===== src/logic/drive_ref_pkg.sv =====
// Constants of the drive reference register bank: offsets, bit positions,
// reset values, write masks and analog output limits.
// Assumes a frame layer that hands over single decoded 16-bit word accesses.
// What this block does
// - Command bit 0 runs, bit 1 reverses
// - Command bit 2 injects an external fault
// - Command bit 3 clears the latched fault
// - Command bits 6..10 are digital inputs 3..7
// - Analog outputs: 726 is 11 V full scale
// - Contact bits 0,1 drive digital outputs
// - Contact bit 6 hands fault contact to bit 7
// - Select bit 1 takes setpoint from register
// - Select bits 12..14 enable broadcast inputs 5..7
// - Reference registers accept reads and writes
// - Monitor registers are read only
package drive_ref_pkg;
    // Reference data word addresses
    localparam logic [15:0] ADDR_RESERVED = 16'h0000;
    localparam logic [15:0] ADDR_COMMAND = 16'h0001;
    localparam logic [15:0] ADDR_SPEED = 16'h0002;
    localparam logic [15:0] ADDR_SETPOINT = 16'h0006;
    localparam logic [15:0] ADDR_AOUT_ONE = 16'h0007;
    localparam logic [15:0] ADDR_AOUT_TWO = 16'h0008;
    localparam logic [15:0] ADDR_CONTACT = 16'h0009;
    localparam logic [15:0] ADDR_SELECT = 16'h000f;
    // Monitor data word addresses
    localparam logic [15:0] ADDR_MON_FIRST = 16'h0020;
    localparam logic [15:0] ADDR_MON_STATUS = 16'h0020;
    localparam logic [15:0] ADDR_MON_FAULT = 16'h0021;
    localparam logic [15:0] ADDR_MON_FREQ = 16'h0023;
    localparam logic [15:0] ADDR_MON_LAST = 16'h002a;
    // Command word bit positions
    localparam int CMD_RUN = 0;
    localparam int CMD_REVERSE = 1;
    localparam int CMD_EXT_FAULT = 2;
    localparam int CMD_FAULT_RESET = 3;
    localparam int CMD_NET_REF = 4;
    localparam int CMD_NET_RUN = 5;
    localparam int CMD_MFI_LO = 6;
    localparam int CMD_MFI_HI = 10;
    // Contact output bit positions
    localparam int CON_DOUT_ONE = 0;
    localparam int CON_DOUT_TWO = 1;
    localparam int CON_FAULT_OVR = 6;
    localparam int CON_FAULT_VAL = 7;
    // Reference selection bit positions
    localparam int SEL_SETPOINT = 1;
    localparam int SEL_BCAST_LO = 12;
    // Monitor status and fault detail bit positions
    localparam int MON_RUN = 0;
    localparam int MON_REVERSE = 1;
    localparam int MON_READY = 2;
    localparam int MON_FAULT = 3;
    localparam int MON_DOUT_ONE = 5;
    localparam int MON_DOUT_TWO = 6;
    localparam int FLT_EXTERNAL = 7;
    // Storage masks; the reset bit is a strobe and never stored
    localparam logic [15:0] MASK_COMMAND = 16'h07f7;
    localparam logic [15:0] MASK_CONTACT = 16'h00c3;
    localparam logic [15:0] MASK_SELECT = 16'h7002;
    // Value of every register after reset
    localparam logic [15:0] WORD_RESET = 16'h0000;
    // Analog output scaling: full scale 11 V, 10 V point
    localparam logic signed [15:0] AOUT_FULL_SCALE = 16'sh02d6;
    localparam logic signed [15:0] AOUT_TEN_VOLT = 16'sh0294;
    // Fault cause indices
    localparam int CAUSE_INJECTED = 0;
    localparam int CAUSE_TRIP = 1;
    localparam int CAUSE_COUNT = 2;
endpackage


===== src/logic/drive_reference_register_bank.sv =====
// Reference register bank of the drive's serial slave, with the read-only
// monitor words that reflect it, and the outputs the registers steer.
// Assumes the frame layer delivers one word access per strobe, already
// checked for integrity; broadcast inputs come from logic on mclk.
`timescale 1ns/1ps
`default_nettype none
module drive_reference_register_bank
(
    input wire logic mclk,
    input wire logic rst_b,
    input wire logic [15:0] reg_addr,
    input wire logic [15:0] reg_wdata,
    input wire logic reg_wr,
    input wire logic reg_rd,
    output logic [15:0] reg_rdata,
    output logic reg_ack,
    output logic reg_err,
    input wire logic drive_trip_pin,
    input wire logic [2:0] broadcast_input,
    output logic run_cmd,
    output logic reverse_cmd,
    output logic fault_active,
    output logic injected_external_fault,
    output logic network_reference_select,
    output logic network_run_select,
    output logic [4:0] mfi_cmd,
    output logic [15:0] speed_reference,
    output logic [15:0] loop_setpoint,
    output logic setpoint_from_bus,
    output logic [15:0] analog_out_one,
    output logic [15:0] analog_out_two,
    output logic first_digital_output_terminal,
    output logic second_digital_output_terminal,
    output logic fault_contact_terminal,
    output logic fifth_input_terminal,
    output logic sixth_input_terminal,
    output logic seventh_input_terminal
);
    import drive_ref_pkg::*;

    // Writable reference words
    logic [15:0] command_reg;
    logic [15:0] speed_reg;
    logic [15:0] setpoint_reg;
    logic [15:0] aout_one_reg;
    logic [15:0] aout_two_reg;
    logic [15:0] contact_reg;
    logic [15:0] select_reg;
    // Fault state
    logic trip_level; // Filtered trip pin
    logic [CAUSE_COUNT-1:0] cause_reg;
    logic [CAUSE_COUNT-1:0] set_cause;
    logic fault_reg;
    logic fault_clear;
    // Access decode
    logic wr_cmd;
    logic wr_ok;
    logic access;
    logic [15:0] read_word;

    // Word holds one of the reference registers
    function automatic logic is_reference(input logic [15:0] a);
        return a == ADDR_COMMAND || a == ADDR_SPEED || a == ADDR_SETPOINT ||
            a == ADDR_AOUT_ONE || a == ADDR_AOUT_TWO ||
            a == ADDR_CONTACT || a == ADDR_SELECT;
    endfunction
    // Word falls inside the monitor group
    function automatic logic is_monitor(input logic [15:0] a);
        return a >= ADDR_MON_FIRST && a <= ADDR_MON_LAST;
    endfunction
    // Clamp a signed analog level to the full-scale magnitude
    function automatic logic [15:0] clamp_level(input logic [15:0] v);
        if ($signed(v) > AOUT_FULL_SCALE)
            return AOUT_FULL_SCALE;
        if ($signed(v) < -AOUT_FULL_SCALE)
            return -AOUT_FULL_SCALE;
        return v;
    endfunction

    // Write strobes; read wins nothing, a write takes precedence
    assign access = reg_wr | reg_rd;
    assign wr_ok = reg_wr & is_reference(reg_addr);
    assign wr_cmd = reg_wr & (reg_addr == ADDR_COMMAND);
    assign fault_clear = wr_cmd & reg_wdata[CMD_FAULT_RESET];
    assign set_cause[CAUSE_INJECTED] = wr_cmd & reg_wdata[CMD_EXT_FAULT];
    assign set_cause[CAUSE_TRIP] = trip_level;
    // Trip pin arrives asynchronously
    pin_sync #(
        .WIDTH(1)
    ) u_trip_sync (
        .mclk(mclk),
        .rst_b(rst_b),
        .pin_in(drive_trip_pin),
        .level_out(trip_level)
    );

    // Latched fault; reset strobe clears, a new set survives it
    fault_latch #(
        .CAUSES(CAUSE_COUNT)
    ) u_fault (
        .mclk(mclk),
        .rst_b(rst_b),
        .set_cause(set_cause),
        .clear(fault_clear),
        .cause_reg(cause_reg),
        .active_reg(fault_reg)
    );
    // Command word; unused bits masked off on write
    always_ff @(posedge mclk)
    begin
        if (!rst_b)
            command_reg <= WORD_RESET;
        else if (wr_ok && reg_addr == ADDR_COMMAND)
            command_reg <= reg_wdata & MASK_COMMAND;
    end
    // Full-width numeric words
    always_ff @(posedge mclk)
    begin
        if (!rst_b)
        begin
            speed_reg <= WORD_RESET;
            setpoint_reg <= WORD_RESET;
            aout_one_reg <= WORD_RESET;
            aout_two_reg <= WORD_RESET;
        end
        else if (wr_ok)
        begin
            // Each word updates only on its own address
            if (reg_addr == ADDR_SPEED)
                speed_reg <= reg_wdata;
            if (reg_addr == ADDR_SETPOINT)
                setpoint_reg <= reg_wdata;
            if (reg_addr == ADDR_AOUT_ONE)
                aout_one_reg <= reg_wdata;
            if (reg_addr == ADDR_AOUT_TWO)
                aout_two_reg <= reg_wdata;
        end
    end

    // Contact override and reference selection words
    always_ff @(posedge mclk)
    begin
        if (!rst_b)
        begin
            contact_reg <= WORD_RESET;
            select_reg <= WORD_RESET;
        end
        else if (wr_ok)
        begin
            if (reg_addr == ADDR_CONTACT)
                contact_reg <= reg_wdata & MASK_CONTACT;
            if (reg_addr == ADDR_SELECT)
                select_reg <= reg_wdata & MASK_SELECT;
        end
    end

    // Read multiplexer; reserved and unused words read as zero
    always_comb
    begin
        read_word = WORD_RESET;
        unique case (reg_addr)
            ADDR_COMMAND: read_word = command_reg;
            ADDR_SPEED: read_word = speed_reg;
            ADDR_SETPOINT: read_word = setpoint_reg;
            ADDR_AOUT_ONE: read_word = aout_one_reg;
            ADDR_AOUT_TWO: read_word = aout_two_reg;
            ADDR_CONTACT: read_word = contact_reg;
            ADDR_SELECT: read_word = select_reg;
            ADDR_MON_STATUS:
            begin
                read_word[MON_RUN] = run_cmd;
                read_word[MON_REVERSE] = reverse_cmd;
                read_word[MON_READY] = 1'b1;
                read_word[MON_FAULT] = fault_reg;
                read_word[MON_DOUT_ONE] = first_digital_output_terminal;
                read_word[MON_DOUT_TWO] = second_digital_output_terminal;
            end
            ADDR_MON_FAULT:
                read_word[FLT_EXTERNAL] = |cause_reg;
            ADDR_MON_FREQ: read_word = speed_reg;
            default: read_word = WORD_RESET; // Unmapped or unused
        endcase
    end

    // Answer one cycle after each strobe
    always_ff @(posedge mclk)
    begin
        if (!rst_b)
        begin
            reg_ack <= 1'b0;
            reg_err <= 1'b0;
            reg_rdata <= WORD_RESET;
        end
        else
        begin
            reg_ack <= access;
            // Data stands only with the answer to a plain read
            reg_rdata <= (reg_rd && !reg_wr) ? read_word : WORD_RESET;
            // Refuse writes off reference words and reads of unknown words
            if (reg_wr)
                reg_err <= !is_reference(reg_addr);
            else
                reg_err <= reg_rd && !(is_reference(reg_addr) ||
                    is_monitor(reg_addr) || reg_addr == ADDR_RESERVED);
        end
    end

    // Drive commands; a latched fault forces stop
    always_ff @(posedge mclk)
    begin
        if (!rst_b)
        begin
            run_cmd <= 1'b0;
            reverse_cmd <= 1'b0;
            fault_active <= 1'b0;
            injected_external_fault <= 1'b0;
            network_reference_select <= 1'b0;
            network_run_select <= 1'b0;
            mfi_cmd <= '0;
        end
        else
        begin
            run_cmd <= command_reg[CMD_RUN] & ~fault_reg;
            reverse_cmd <= command_reg[CMD_REVERSE];
            fault_active <= fault_reg;
            injected_external_fault <= cause_reg[CAUSE_INJECTED];
            network_reference_select <= command_reg[CMD_NET_REF];
            network_run_select <= command_reg[CMD_NET_RUN];
            mfi_cmd <= command_reg[CMD_MFI_HI:CMD_MFI_LO];
        end
    end

    // Numeric outputs; analog levels saturate at full scale
    always_ff @(posedge mclk)
    begin
        if (!rst_b)
        begin
            speed_reference <= WORD_RESET;
            loop_setpoint <= WORD_RESET;
            setpoint_from_bus <= 1'b0;
            analog_out_one <= WORD_RESET;
            analog_out_two <= WORD_RESET;
        end
        else
        begin
            speed_reference <= speed_reg;
            // Setpoint held at zero while the register is ignored
            setpoint_from_bus <= select_reg[SEL_SETPOINT];
            loop_setpoint <= select_reg[SEL_SETPOINT] ? setpoint_reg
                : WORD_RESET;
            analog_out_one <= clamp_level(aout_one_reg);
            analog_out_two <= clamp_level(aout_two_reg);
        end
    end

    // Contacts and broadcast-gated terminal inputs
    always_ff @(posedge mclk)
    begin
        if (!rst_b)
        begin
            first_digital_output_terminal <= 1'b0;
            second_digital_output_terminal <= 1'b0;
            fault_contact_terminal <= 1'b0;
            fifth_input_terminal <= 1'b0;
            sixth_input_terminal <= 1'b0;
            seventh_input_terminal <= 1'b0;
        end
        else
        begin
            first_digital_output_terminal <= contact_reg[CON_DOUT_ONE];
            second_digital_output_terminal <= contact_reg[CON_DOUT_TWO];
            // Override bit hands the contact to software
            fault_contact_terminal <= contact_reg[CON_FAULT_OVR]
                ? contact_reg[CON_FAULT_VAL] : fault_reg;
            fifth_input_terminal <= select_reg[SEL_BCAST_LO]
                & broadcast_input[0];
            sixth_input_terminal <= select_reg[SEL_BCAST_LO + 1]
                & broadcast_input[1];
            seventh_input_terminal <= select_reg[SEL_BCAST_LO + 2]
                & broadcast_input[2];
        end
    end
endmodule // drive_reference_register_bank
`default_nettype wire


===== src/logic/pin_sync.sv =====
// Three-stage synchroniser with agreement filter for asynchronous pins.
// Assumes inputs may change at any time relative to mclk.
`timescale 1ns/1ps
`default_nettype none
module pin_sync #(
    parameter int WIDTH = 1
) (
    input wire logic mclk,
    input wire logic rst_b,
    input wire logic [WIDTH-1:0] pin_in,
    output logic [WIDTH-1:0] level_out
);
    // Refuse an empty bundle
    if (WIDTH < 1)
    begin : g_width_check
        $error("pin_sync needs at least one bit");
    end

    logic [WIDTH-1:0] stage1_reg; // Metastable stage, read by stage2 only
    logic [WIDTH-1:0] stage2_reg;
    logic [WIDTH-1:0] stage3_reg;

    // Shift chain
    always_ff @(posedge mclk)
    begin
        if (!rst_b)
        begin
            stage1_reg <= '0;
            stage2_reg <= '0;
            stage3_reg <= '0;
        end
        else
        begin
            stage1_reg <= pin_in;
            stage2_reg <= stage1_reg;
            stage3_reg <= stage2_reg;
        end
    end

    // Accept a change only once two settled stages agree
    always_ff @(posedge mclk)
    begin
        if (!rst_b)
            level_out <= '0;
        else
        begin
            for (int i = 0; i < WIDTH; i++)
            begin
                if (stage2_reg[i] == stage3_reg[i])
                    level_out[i] <= stage3_reg[i];
            end
        end
    end
endmodule // pin_sync
`default_nettype wire


===== src/logic/fault_latch.sv =====
// Sticky fault latch with per-cause record and a clear strobe.
// Assumes set and clear come from logic on mclk.
`timescale 1ns/1ps
`default_nettype none
module fault_latch #(
    parameter int CAUSES = 2
) (
    input wire logic mclk,
    input wire logic rst_b,
    input wire logic [CAUSES-1:0] set_cause,
    input wire logic clear,
    output logic [CAUSES-1:0] cause_reg,
    output logic active_reg
);
    // Refuse an empty cause list
    if (CAUSES < 1)
    begin : g_cause_check
        $error("fault_latch needs at least one cause");
    end

    // Set wins over a clear in the same cycle so no event is lost
    always_ff @(posedge mclk)
    begin
        if (!rst_b)
            cause_reg <= '0;
        else if (clear)
            cause_reg <= set_cause;
        else
            cause_reg <= cause_reg | set_cause;
    end

    // Summary flag kept in step with the record
    always_ff @(posedge mclk)
    begin
        if (!rst_b)
            active_reg <= 1'b0;
        else if (clear)
            active_reg <= |set_cause;
        else
            active_reg <= active_reg | (|set_cause);
    end
endmodule // fault_latch
`default_nettype wire


===== config.mk =====
export PLATFORM = sky130hd
export DESIGN_NAME = drive_reference_register_bank
export DESIGN_NICKNAME = d
export VERILOG_FILES = /design/src/logic/drive_ref_pkg.sv /design/src/logic/drive_reference_register_bank.sv /design/src/logic/pin_sync.sv /design/src/logic/fault_latch.sv
export SDC_FILE = /design/constraint.sdc
export NUM_CORES = 1
export LEC_CHECK = 0
export BUFFER_PORTS_ARGS = -buffer_cell sky130_fd_sc_hd__buf_2
export CAP_MARGIN = 20
export CORE_MARGIN = 2
export CORE_UTILIZATION = 50
export DETAILED_ROUTE_END_ITERATION = 7
export GPL_TIMING_DRIVEN = 1
export PLACE_DENSITY = 0.79
export SLEW_MARGIN = 40
export SYNTH_ARGS = -nofsm -noshare
export SYNTH_HDL_FRONTEND = slang
export SYNTH_SLANG_ARGS = --single-unit

===== constraint.sdc =====
create_clock -name mclk -period 5.15 [get_ports mclk]
set_input_delay 0.515 -clock mclk [delete_from_list [all_inputs] [get_ports mclk]]
set_output_delay 0.515 -clock mclk [all_outputs]
set_load 0.02 [all_outputs]

After elaboration in Yosys (flattened, before gate mapping)
Cells that the tools add are included.
- magnitude comparators: 6
- eq/ne operators: 11
- multiplexer cells: 27
- bitwise gates (word level): 12
- reduce and logical (&&, ||, !) cells: 27
- operator list (cell ; count):
    2-to-1 mux 16 bit ; 8
    == test 16 x 4 -> 1 bit (second input constant) ; 3
    == test 16 x 6 -> 1 bit (second input constant) ; 3
    one-hot mux 8 bit (6 select lines) ; 1
    == test 16 x 3 -> 1 bit (second input constant) ; 2
    > comparator 16 x 11 -> 1 bit (second input constant) ; 2
    < comparator 16 x 11 -> 1 bit (second input constant) ; 2
    one-hot mux 4 bit (8 select lines) ; 1
    == test 16 x 1 -> 1 bit (second input constant) ; 1
    == test 16 x 2 -> 1 bit (second input constant) ; 1
    greater-or-equal comparator 16 x 6 -> 1 bit (second input constant) ; 1
    <= comparator 16 x 6 -> 1 bit (second input constant) ; 1
    logical NOT 16 bit ; 1
    AND reduction 2 bit ; 8
    one-hot mux 2 bit (7 select lines) ; 1
    2-to-1 mux 1 bit ; 13
    bitwise AND 1 bit ; 8
    logical OR 1 bit ; 8
    one-hot mux 1 bit (7 select lines) ; 1
    OR reduction 2 bit ; 3
    one-hot mux 1 bit (5 select lines) ; 1
    logical AND 1 bit ; 4
    logical NOT 1 bit ; 3
    2-to-1 mux 2 bit ; 1
    other kinds (4) ; 5
- bits in registers: 189
- output and inout port bits: 100
- logic and storage cells: 117

Longest topological paths before layout
Gate-level depths: netlist of run 1.
- depth after elaboration: 12
- mapped depth: 9

Cells and area by module
A second synthesis of run 1 with hierarchy kept.
- cells, all modules: 787
- area, all modules: 7323.3 µm²
- modules (own cells, without submodules) (module ; times used ; cells an instance ; area an instance (µm²) ; sequential area each (µm²)):
    drive_reference_register_bank ; 1 ; 768 ; 7104.3 ; 3643.5
    pin_sync ; 1 ; 10 ; 116.4 ; 80.1
    fault_latch ; 1 ; 9 ; 102.6 ; 60.1

Least setup slack after synthesis of run 1
No wires, ideal clock.
- path kind: input to register
- start: in reg_addr[12]
- end: reg reg_rdata[4]
- arrival: 2336 ps
- required time: 5047 ps
- slack: 2711 ps
- stages: 7
- buffers on the path: 2
- cell sequence: or4_1 > buf_4 > or2_1 > buf_6 > a2111oi_4 > a22oi_2 > a2111oi_2
- cells in the longest elaborated chain, start to end: 3
- elaborated cells on any way between the ends: 8
- classes of those cells: eq/ne (6); mux (1); reduce/logical (1)
- RTL lines (item ; line ; source):
    start, declared ; drive_reference_register_bank.sv:11 ; input wire logic [15:0] reg_addr,
    == test 16 x 2 -> 1 bit / == test 16 x 6 -> 1 bit (equally long branches) ; drive_reference_register_bank.sv:161 ; unique case (reg_addr)
    OR reduction 2 bit (no source line) ; n/a ;
    one-hot mux 1 bit (5 select lines) (*) ; drive_reference_register_bank.sv:161 ;
    end signal, assigned ; drive_reference_register_bank.sv:198 ; reg_rdata <= (reg_rd && !reg_wr) ? read_word : WORD_RESET;
    end, declared ; drive_reference_register_bank.sv:15 ; output logic [15:0] reg_rdata,
Every way passes the cells marked *; elsewhere a longest branch is shown, timed or not.
A chain may end at the register's enable or synchronous reset.

Worst setup path in the final report of run 1
- start: in reg_addr[4]
- end: reg aout_one_reg[8]
- cells in the longest elaborated chain, start to end: 9
- elaborated cells on any way between the ends: 15
- classes of those cells: eq/ne (7); bitwise (1); reduce/logical (7)
- RTL lines (item ; line ; source):
    == test 16 x 1 -> 1 bit / == test 16 x 2 -> 1 bit (equally long branches) ; drive_reference_register_bank.sv:63 ; return a == ADDR_COMMAND || a == ADDR_SPEED || a == ADDR_SETPOINT ||
    logical OR 1 bit (3 in a row) ; drive_reference_register_bank.sv:63 ;
    logical OR 1 bit (2 in a row) ; drive_reference_register_bank.sv:64 ; a == ADDR_AOUT_ONE || a == ADDR_AOUT_TWO ||
    logical OR 1 bit ; drive_reference_register_bank.sv:65 ; a == ADDR_CONTACT || a == ADDR_SELECT;
    bitwise AND 1 bit ; drive_reference_register_bank.sv:82 ; assign wr_ok = reg_wr & is_reference(reg_addr);
    AND reduction 2 bit (no source line) (*) ; n/a ;
    end signal, assigned ; drive_reference_register_bank.sv:134 ; aout_one_reg <= reg_wdata;
    end, declared ; drive_reference_register_bank.sv:45 ; logic [15:0] aout_one_reg;
Marks and branches as above.

==> flow_metrics.tcl, run 1 <==
set metrics [dict create \
    via_count 6066 \
    synthCells 777 \
    hold_buffers 0 \
    crit_slowest_cell "or4_1" \
    start_util 0.5149 \
    critPathCaptureType "flop" \
    ys_types 55 \
    endpoint "aout_one_reg[8]" \
    skew_ns 0.01036 \
    cts_root_buf "clkbuf_16" \
    syn_avg_cell_area_um2 9.270 \
    cts_setup_buffers 0 \
    area_delta_synth_final_pct 18.40 \
    num_antenna_cells 0 \
    setup_viol 0 \
    final_nets 934 \
    reg2reg_slack_ns 3.07 \
    track_usage 0.2570 \
    antenna_found_initial 0 \
    rows 43 \
    start_kind "input pin" \
    fin_crit_sh 0.5161 \
    r2r-end "analog_out_one[7]" \
    grt_pass1_wl_mm 29.48 \
    fp.dieW_um 124.0 \
    leakage_uw 0.003380 \
    synth-edff-count 0 \
    worstPathMaxFanout 16 \
    drc 0 \
    max-slew-margin-rel 0.4651 \
    layout-drive-gt1-share 0.2155 \
    worstSetupPathType "in -> reg" \
    drt_iter0_markers 842 \
    cts-buffers-inserted 17 \
    ff2ff_path_depth 8 \
    netlist_area_mm2 0.007203 \
    cts_tree "done" \
    grt_pass1_vias 5393 \
    via_per_inst 5.591 \
    clock_latency_ns 0.44 \
    wl_per_cell_um 17.77 \
    port_buffers 139 \
    ys_warn_count 0 \
    async_flop_share 0 \
    ys.flop_type "dfxtp_1" \
    arrival_ns 3.03 \
    path_cells "buf_2 -> or4_1 -> nor4_4 -> and2_1 -> nand2_1 -> a21boi_1" \
    cpPeakStageDelay_ns 0.80 \
    worstMarginPinSlew_ns 0.7982 \
    gp_congestion 0.8900 \
    slew_viol_final 0 \
    coreArea_mm2 0.01399 \
    finalHoldViolations 0 \
    overflow 0 \
    die_h_um 124.0 \
    p_per_area_mw_per_mm2 329.1 \
    fin_util 0.6097 \
    wirelength_mm 19.28 \
    dieArea_mm2 0.01538 \
    dr.pass1.iters 6 \
    num_io_pins 140 \
    min_period_ns 2.658 \
    hold_path_class "in -> reg" \
    rsz0062_at_grt "false" \
    ys_seq_elements 189 \
    htreeDepth 4 \
    max-vdd-ir-drop_uv 238.9 \
    clock_sinks 189 \
    run_status "finished, final reports clean" \
    ant_nets 0 \
    worstPathRequired_ns 5.52 \
    fill_cells 1209 \
    synth.net_count 819 \
    grt_max_degree 129 \
    clk_path_buf_depth 2 \
    synth_seq_area_share 0.5253 \
    cap_viol_max_count 0 \
    clkTransAtPathRegs_ns 0.07 \
    ctsResizeCount 0 \
    crit_path_start "reg_addr[4]" \
    setup_tns_ns 0 \
    timing.rr.start "aout_one_reg[3]" \
    fmax_mhz 376.2 \
    dp_hpwl_mm 13.25 \
]
==> report_power, final <==
part	switching, µW	leakage (µW)	internal, µW	total (µW)
clock network	603	0.000282	651	1250
logic	57.5	0.00158	31.0	88.5
registers	0.635	0.00152	1460	1460
==> worst max-delay path: cells and delay by family <==
kind / cells / cell delay [ns]
simple gates: 4 / 2.23
compound gates: 1 / 0.17
buf+inv: 1 / 0.11
==> placed cells by master (no fill, tap or decap), types with 5 or more instances in the layout <==
master       n
nand3_1     10
nand2_1    168
a21oi_1     19
dfxtp_1    189
mux2i_1      7
buf_2      138
nor2b_1     11
buf_4        9
and3_1      21
nand2b_1    11
a22oi_1     15
nand4_1      5
o21a_1       6
a222oi_1    15
inv_6        6
clkbuf_16   17
nor2_1      46
a21boi_1    14
a21boi_0    78
and2_1      37
o21ai_0      5
nand4b_1     6
==> synthesized netlist by cell type (3+ instances only) <==
library cell,instances,area [µm²]
a211oi_1,3,22.52
a21boi_0,78,585.6
a21boi_1,14,105.1
a21oi_1,19,95.09
a222oi_1,15,150.1
a22oi_1,15,112.6
a31oi_1,4,25.02
and2_1,37,231.5
and3_1,21,131.4
and4_1,3,26.28
buf_2,8,40.04
buf_4,4,30.03
buf_6,3,33.78
clkbuf_1,37,138.9
dfxtp_1,189,3784
inv_1,3,11.26
mux2i_1,7,70.07
nand2_1,168,630.6
nand2b_1,11,68.82
nand3_1,10,50.05
nand4_1,5,31.28
nand4b_1,6,52.55
nor2_1,46,172.7
nor2b_1,11,68.82
nor3_1,3,15.01
nor4_1,4,25.02
nor4_4,3,63.81
nor4b_1,3,26.28
o21a_1,6,45.04
o21ai_0,5,25.02
o21ai_1,3,15.01
==> through the flow <==
stage / power [µW] / setup WS [ns] / cell area [µm²] / hold WS [ns] / std cells
after floorplan: 1546 / 2.711 / 7203 / 0.4119 / 777
after global placement: 1584 / 1.839 / 7918 / 0.4142 / 1048
after detailed placement: 1584 / 1.819 / 7944 / 0.4196 / 1051
after CTS: 2815 / 2.260 / 8509 / 0.2758 / 1083
after global routing: 2902 / 2.324 / 8528 / 0.2973 / 1085
final: 2806 / 2.492 / 8528 / 0.2830 / 1085
==> metal layers <==
layer / vias to the layer above / routed length, µm / global-route usage
met3: 40 / 1692 / 0.05495
met4: 0 / 503 / 0.1074
met1: 2831 / 8523 / 0.3659
li1: 2917 / - / -
met2: 278 / 8559 / 0.3771
met5: - / 0 / 0
==> worst min-delay path by stage <==
stage | start | end | slack, ns | cells past startpoint
after floorplan | u_trip_sync.stage1_reg | u_trip_sync.stage2_reg | 0.41 | 1
after global placement | u_trip_sync.stage1_reg | u_trip_sync.stage2_reg | 0.41 | 1
after detailed placement | u_trip_sync.stage1_reg | u_trip_sync.stage2_reg | 0.42 | 1
after CTS | drive_trip_pin | u_trip_sync.stage1_reg | 0.28 | 2
after global routing | drive_trip_pin | u_trip_sync.stage1_reg | 0.30 | 2
final | drive_trip_pin | u_trip_sync.stage1_reg | 0.28 | 2
==> area by class of cell <==
cell class | count | area [µm²] | share of cell area
inverters | 3 | 11.26 | 0.001320
flip-flops and latches | 189 | 3784 | 0.4437
multi-input cells | 532 | 3162 | 0.3707
clock inverters | 14 | 126.4 | 0.01482
clock buffers | 18 | 439.2 | 0.05150
repair buffers | 149 | 780.7 | 0.09155
well taps | 180 | 225.2 | 0.02641
==> cell families (layout without fill, tap and decap cells) <==
group / Yosys count / after routing / share of synthesized area
buf+inv: 56 / 184 / 0.03578
simple gates: 347 / 347 / 0.2406
mux: 7 / 7 / 0.009728
compound gates: 176 / 176 / 0.1852
flops: 189 / 189 / 0.5253
fa+ha+maj: 2 / 2 / 0.003473
(Power assumes the default switching activity.)
==> run 2: changes to the inputs <==
--- a/config.mk
+++ b/config.mk
@@ -8,10 +8,10 @@
 export BUFFER_PORTS_ARGS = -buffer_cell sky130_fd_sc_hd__buf_2
 export CAP_MARGIN = 20
 export CORE_MARGIN = 2
-export CORE_UTILIZATION = 50
+export CORE_UTILIZATION = 49
 export DETAILED_ROUTE_END_ITERATION = 7
 export GPL_TIMING_DRIVEN = 1
-export PLACE_DENSITY = 0.79
+export PLACE_DENSITY = 0.81
 export SLEW_MARGIN = 40
 export SYNTH_ARGS = -nofsm -noshare
 export SYNTH_HDL_FRONTEND = slang
==> constraint.sdc (replaced) <==
create_clock -name mclk -period 2.4 [get_ports mclk]
set_input_delay 0.24 -clock mclk [delete_from_list [all_inputs] [get_ports mclk]]
set_output_delay 0.24 -clock mclk [all_outputs]
set_load 0.02 [all_outputs]
==> flow_metrics.tcl, run 2 (synthesis gave the netlist of run 1 again) <==
set metrics [dict create \
    mostFrequentLayoutCell "dfxtp_1" \
    grt_max_degree 156 \
    clock_sinks 189 \
    dieArea_mm2 0.01569 \
    setup_viol 0 \
    final_cells 1128 \
    grt_pass1_vias 6006 \
    max-vdd-ir-drop_uv 807.8 \
    fp.dieW_um 125.2 \
    skew_ns 0.008578 \
    worstPathMaxFanout 15 \
    overflow 0 \
    dr.pass1.iters 6 \
    slew_viol_final 0 \
    register_area_mm2 0.003784 \
    drc 0 \
    finalHoldViolations 0 \
    track_usage 0.2520 \
    hold_path_class "in -> reg" \
    gp_congestion 0.9363 \
    cts_tree "done" \
    die_h_um 125.2 \
    cts_setup_buffers 0 \
    reg2reg_slack_ns 0.30 \
    start_util 0.4994 \
    cap_viol_max_count 0 \
    arrival_ns 2.44 \
    post_dp_cell_area_mm2 0.008290 \
    fmax_mhz 475.3 \
    drt_iter0_markers 716 \
    critPathCaptureType "flop" \
    dpl.cell_count 1095 \
    cts_root_buf "clkbuf_16" \
    grt_pass1_wl_mm 31.32 \
    port_buffers 139 \
    layout-drive-gt1-share 0.2479 \
    fin_crit_sh 0.8767 \
    run_status "finished, final reports clean" \
    fill_cells 1193 \
    multi_input_area_mm2 0.003169 \
    worstSetupPathType "reg -> reg" \
    clkTransAtPathRegs_ns 0.07 \
    coreArea_mm2 0.01442 \
    rows 44 \
    final_nets 973 \
    max-slew-margin-rel 0.4726 \
    wirelength_mm 19.90 \
    min_period_ns 2.104 \
    area_delta_synth_final_pct 23.71 \
    via_count 6367 \
    clock_latency_ns 0.44 \
    rsz0062_at_grt "false" \
    cts-buffers-inserted 17 \
    clk_path_buf_depth 2 \
    num_antenna_cells 0 \
    num_io_pins 140 \
    leakage_uw 0.003610 \
    dp_hpwl_mm 13.87 \
    start_kind "flop" \
    ctsResizeCount 0 \
    antenna_found_initial 0 \
    final_cell_area_mm2 0.008911 \
    worstMarginPinSlew_ns 0.7858 \
    p_per_area_mw_per_mm2 697.4 \
    worstPathRequired_ns 2.73 \
    via_per_inst 5.645 \
    layout_common_cells "189 x dfxtp_1, 168 x nand2_1, 138 x buf_2" \
    htreeDepth 4 \
    ant_nets 0 \
    setup_tns_ns 0 \
    wl_per_cell_um 17.65 \
]
-- run 2: path summary, 6_finish.rpt --
kind,startpoint,end,cells after the start
worst max-delay path,aout_one_reg[1],analog_out_one[4],8
worst min-delay path,reg_rd,reg_ack,2
worst max register to register,aout_one_reg[1],analog_out_one[4],8
worst min register to register,u_trip_sync.stage1_reg,u_trip_sync.stage2_reg,1
-- run 2: area by class of cell --
cell class	instances	share of cell area
Clock buffer	17	0.04774
Clock inverter	15	0.02078
Inverter	3	0.001264
Multi-Input combinational cell	532	0.3557
Sequential cell	189	0.4246
Tap cell	184	0.02584
Timing Repair Buffer	188	0.1241
-- run 2: where the power goes --
| part | switching [µW] | internal [µW] | total (µW) |
|---|---|---|---|
| clock network | 1220 | 1660 | 2880 |
| logic | 121 | 71.6 | 193 |
| registers | 1.69 | 3140 | 3140 |
| total | 1350 | 4870 | 6210 |
-- run 2: per-layer routing --
layer | GRT usage | part of all wire | up-vias | routed length (µm)
li1 | - | - | 2992 | -
met1 | 0.3306 | 0.41 | 2994 | 8163
met2 | 0.3967 | 0.47 | 332 | 9293
met3 | 0.06290 | 0.093 | 49 | 1855
met4 | 0.1098 | 0.030 | 0 | 592
met5 | 0 | 0 | - | 0
-- run 2: worst max-delay path: stages, from the launching register on --
cell and delay (ns):
dfxtp_1 0.45, o21a_1 0.16, o21ai_0 0.06, nand2_1 0.08, a21oi_1 0.06, or3_1 0.32, ha_1 0.44, nand2b_1 0.20
a21boi_0 0.23
-- run 2: through the flow --
step                power [µW]    util  setup WS (ns)  hold slack, ns
finish                    6214  0.6178         0.2959         0.03926
global route              6384  0.6178         0.1612         0.04722
global placement          3399  0.5743         0.1642          0.4198
CTS                       6235  0.6178         0.3070         0.03685
floorplan                 3317       -         0.2357          0.3502
detailed placement        3400  0.5748        0.09631          0.4261
-- run 2: repair_timing --
| item | in CTS | in global routing |
|---|---|---|
| endpoints found under the setup margin | 0 | 0 |
| endpoints found under the hold margin | 1 | 0 |
| hold buffers | 1 | 0 |
==> run 3: changes to the inputs <==
--- a/config.mk
+++ b/config.mk
@@ -8,10 +8,12 @@
 export BUFFER_PORTS_ARGS = -buffer_cell sky130_fd_sc_hd__buf_2
 export CAP_MARGIN = 20
 export CORE_MARGIN = 2
-export CORE_UTILIZATION = 49
+export CORE_UTILIZATION = 50
+export CTS_BUF_LIST = sky130_fd_sc_hd__clkbuf_4
 export DETAILED_ROUTE_END_ITERATION = 7
 export GPL_TIMING_DRIVEN = 1
-export PLACE_DENSITY = 0.81
+export PLACE_DENSITY = 0.82
+export SETUP_SLACK_MARGIN = 0.4
 export SLEW_MARGIN = 40
 export SYNTH_ARGS = -nofsm -noshare
 export SYNTH_HDL_FRONTEND = slang
==> flow_metrics.tcl, run 3 (synthesis gave the netlist of run 1 again) <==
set metrics [dict create \
    run_status "finished, final reports clean" \
    clk_path_buf_depth 2 \
    finalHoldViolations 0 \
    start_kind "flop" \
    num_io_pins 140 \
    worstPathRequired_ns 2.91 \
    dieArea_mm2 0.01538 \
    worstPathMaxFanout 15 \
    max-vdd-ir-drop_uv 342.5 \
    fill_cells 1187 \
    internal-power_uw 4007 \
    via_count 6497 \
    antenna_found_initial 1 \
    worstMarginPinSlew_ns 0.7693 \
    via_per_inst 5.679 \
    clock_latency_ns 0.60 \
    crit_path_start "aout_two_reg[3]" \
    arrival_ns 2.38 \
    leakage_uw 0.003548 \
    switching_share 0.2324 \
    htreeDepth 4 \
    port_buffers 139 \
    final_nets 992 \
    timing.rr.start "aout_two_reg[3]" \
    clkTransAtPathRegs_ns 0.15 \
    fp.dieW_um 124.0 \
    coreArea_mm2 0.01399 \
    start_util 0.5149 \
    rsz0062_at_grt "false" \
    p_clk_frac 0.354 \
    area_delta_synth_final_pct 22.72 \
    mostFrequentLayoutCell "dfxtp_1" \
    cts_root_buf "clkbuf_4" \
    power_frac_comb 0.044 \
    cts_setup_buffers 0 \
    ant_nets 0 \
    worstSetupPathType "reg -> reg" \
    drc 0 \
    clock_sinks 189 \
    grt_pass1_wl_mm 30.70 \
    slew_viol_final 0 \
    gp_congestion 0.9334 \
    p_per_area_mw_per_mm2 590.6 \
    p_switching_uw 1213 \
    rows 43 \
    wl_per_cell_um 17.90 \
    dpl.cell_count 1090 \
    grt_pass1_vias 5780 \
    dr.pass1.iters 6 \
    skew_ns 0.02091 \
    cts_tree "done" \
    fin_crit_sh 0.7789 \
    power_uw 5221 \
    track_usage 0.2662 \
    layout-drive-gt1-share 0.2440 \
    cap_viol_max_count 0 \
    wirelength_mm 20.47 \
    cts-buffers-inserted 17 \
    critPathCaptureType "flop" \
    grt_max_degree 156 \
    sequentialPowerShare 0.602 \
    dp_hpwl_mm 14.17 \
    layout_common_cells "189 x dfxtp_1, 167 x nand2_1, 138 x buf_2" \
    min_period_ns 1.869 \
    max-slew-margin-rel 0.4804 \
    drt_iter0_markers 800 \
    overflow 0 \
    hold_path_class "in -> reg" \
    fmax_mhz 535.0 \
    die_h_um 124.0 \
    final_cells 1144 \
    worstHoldStart "reg_wr" \
    setup_tns_ns 0 \
    setup_viol 0 \
]
-- run 3: changes by cell type in the layout (fill, tap and decap cells not counted), moves of 2 or more --
| cell | previous run | this run |
|---|---|---|
| buf_12 | 3 | 5 |
| clkbuf_4 | 0 | 20 |
| clkbuf_16 | 17 | 0 |
| inv_6 | 6 | 3 |
| dlygate4sd3_1 | 1 | 21 |
| buf_4 | 46 | 43 |
| ha_1 | 2 | 0 |
| clkinv_2 | 2 | 0 |
-- run 3: timing repair --
action | in CTS | in global routing
hold buffers | 21 | 0
setup endpoints to repair | 0 | 21
endpoints found under the hold margin | 85 | 0
gates resized for setup | 0 | 4
-- run 3: cell type report --
| type | count | area, µm² | share of cell area |
|---|---|---|---|
| Clock inverter | 12 | 160.2 | 0.01812 |
| Multi-Input combinational cell | 532 | 3183 | 0.3601 |
| Tap cell | 180 | 225.2 | 0.02548 |
| Sequential cell | 189 | 3784 | 0.4280 |
| Timing Repair Buffer | 207 | 1324 | 0.1498 |
| Antenna cell | 1 | 2.502 | 0.0002831 |
| Clock buffer | 20 | 150.1 | 0.01699 |
| Inverter | 3 | 11.26 | 0.001274 |
-- run 3: critical path, cell delays in order, from the launching register on --
cell and delay, ns:
dfxtp_1 0.36, o21a_1 0.13, o21ai_1 0.08, nand2_1 0.08, a21oi_1 0.06, or3_1 0.31
ha_2 0.47, nor2_1 0.07, a21boi_0 0.23
-- run 3: final timing paths --
check	to	slack [ns]	cells past startpoint
setup / recovery	analog_out_two[1]	0.53	8
hold / removal	contact_reg[0]	0.12	3
setup reg to reg	analog_out_two[1]	0.53	8
hold reg to reg	u_trip_sync.stage2_reg	0.45	1
-- run 3: power by group through the flow --
| stage | clock network, µW | logic [µW] | registers (µW) |
|---|---|---|---|
| 2_1_floorplan | 0 | 103 | 3220 |
| 3_3_place_gp | 0 | 198 | 3210 |
| 3_5_place_dp | 0 | 199 | 3210 |
| 4_1_cts | 1870 | 226 | 3140 |
| 5_1_grt | 2010 | 244 | 3150 |
| 6_report | 1850 | 231 | 3140 |
-- run 3: stage by stage --
step	hold WS [ns]	cell area [µm²]	setup WS, ns	utilization
6_report	0.1248	8840	0.5307	0.6319
3_5_place_dp	0.4219	8302	0.1126	0.5935
2_1_floorplan	0.3502	7237	0.2419	-
5_1_grt	0.08719	8840	0.4225	0.6319
4_1_cts	0.08413	8822	0.4181	0.6307
3_3_place_gp	0.4176	8302	0.1164	0.5935
-- run 3: layer usage --
metal	wire length [µm]	share of wire	GRT usage
met4	625	0.031	0.1067
met5	0	0	0
met1	8754	0.43	0.3704
met3	1876	0.092	0.05403
met2	9216	0.45	0.4052
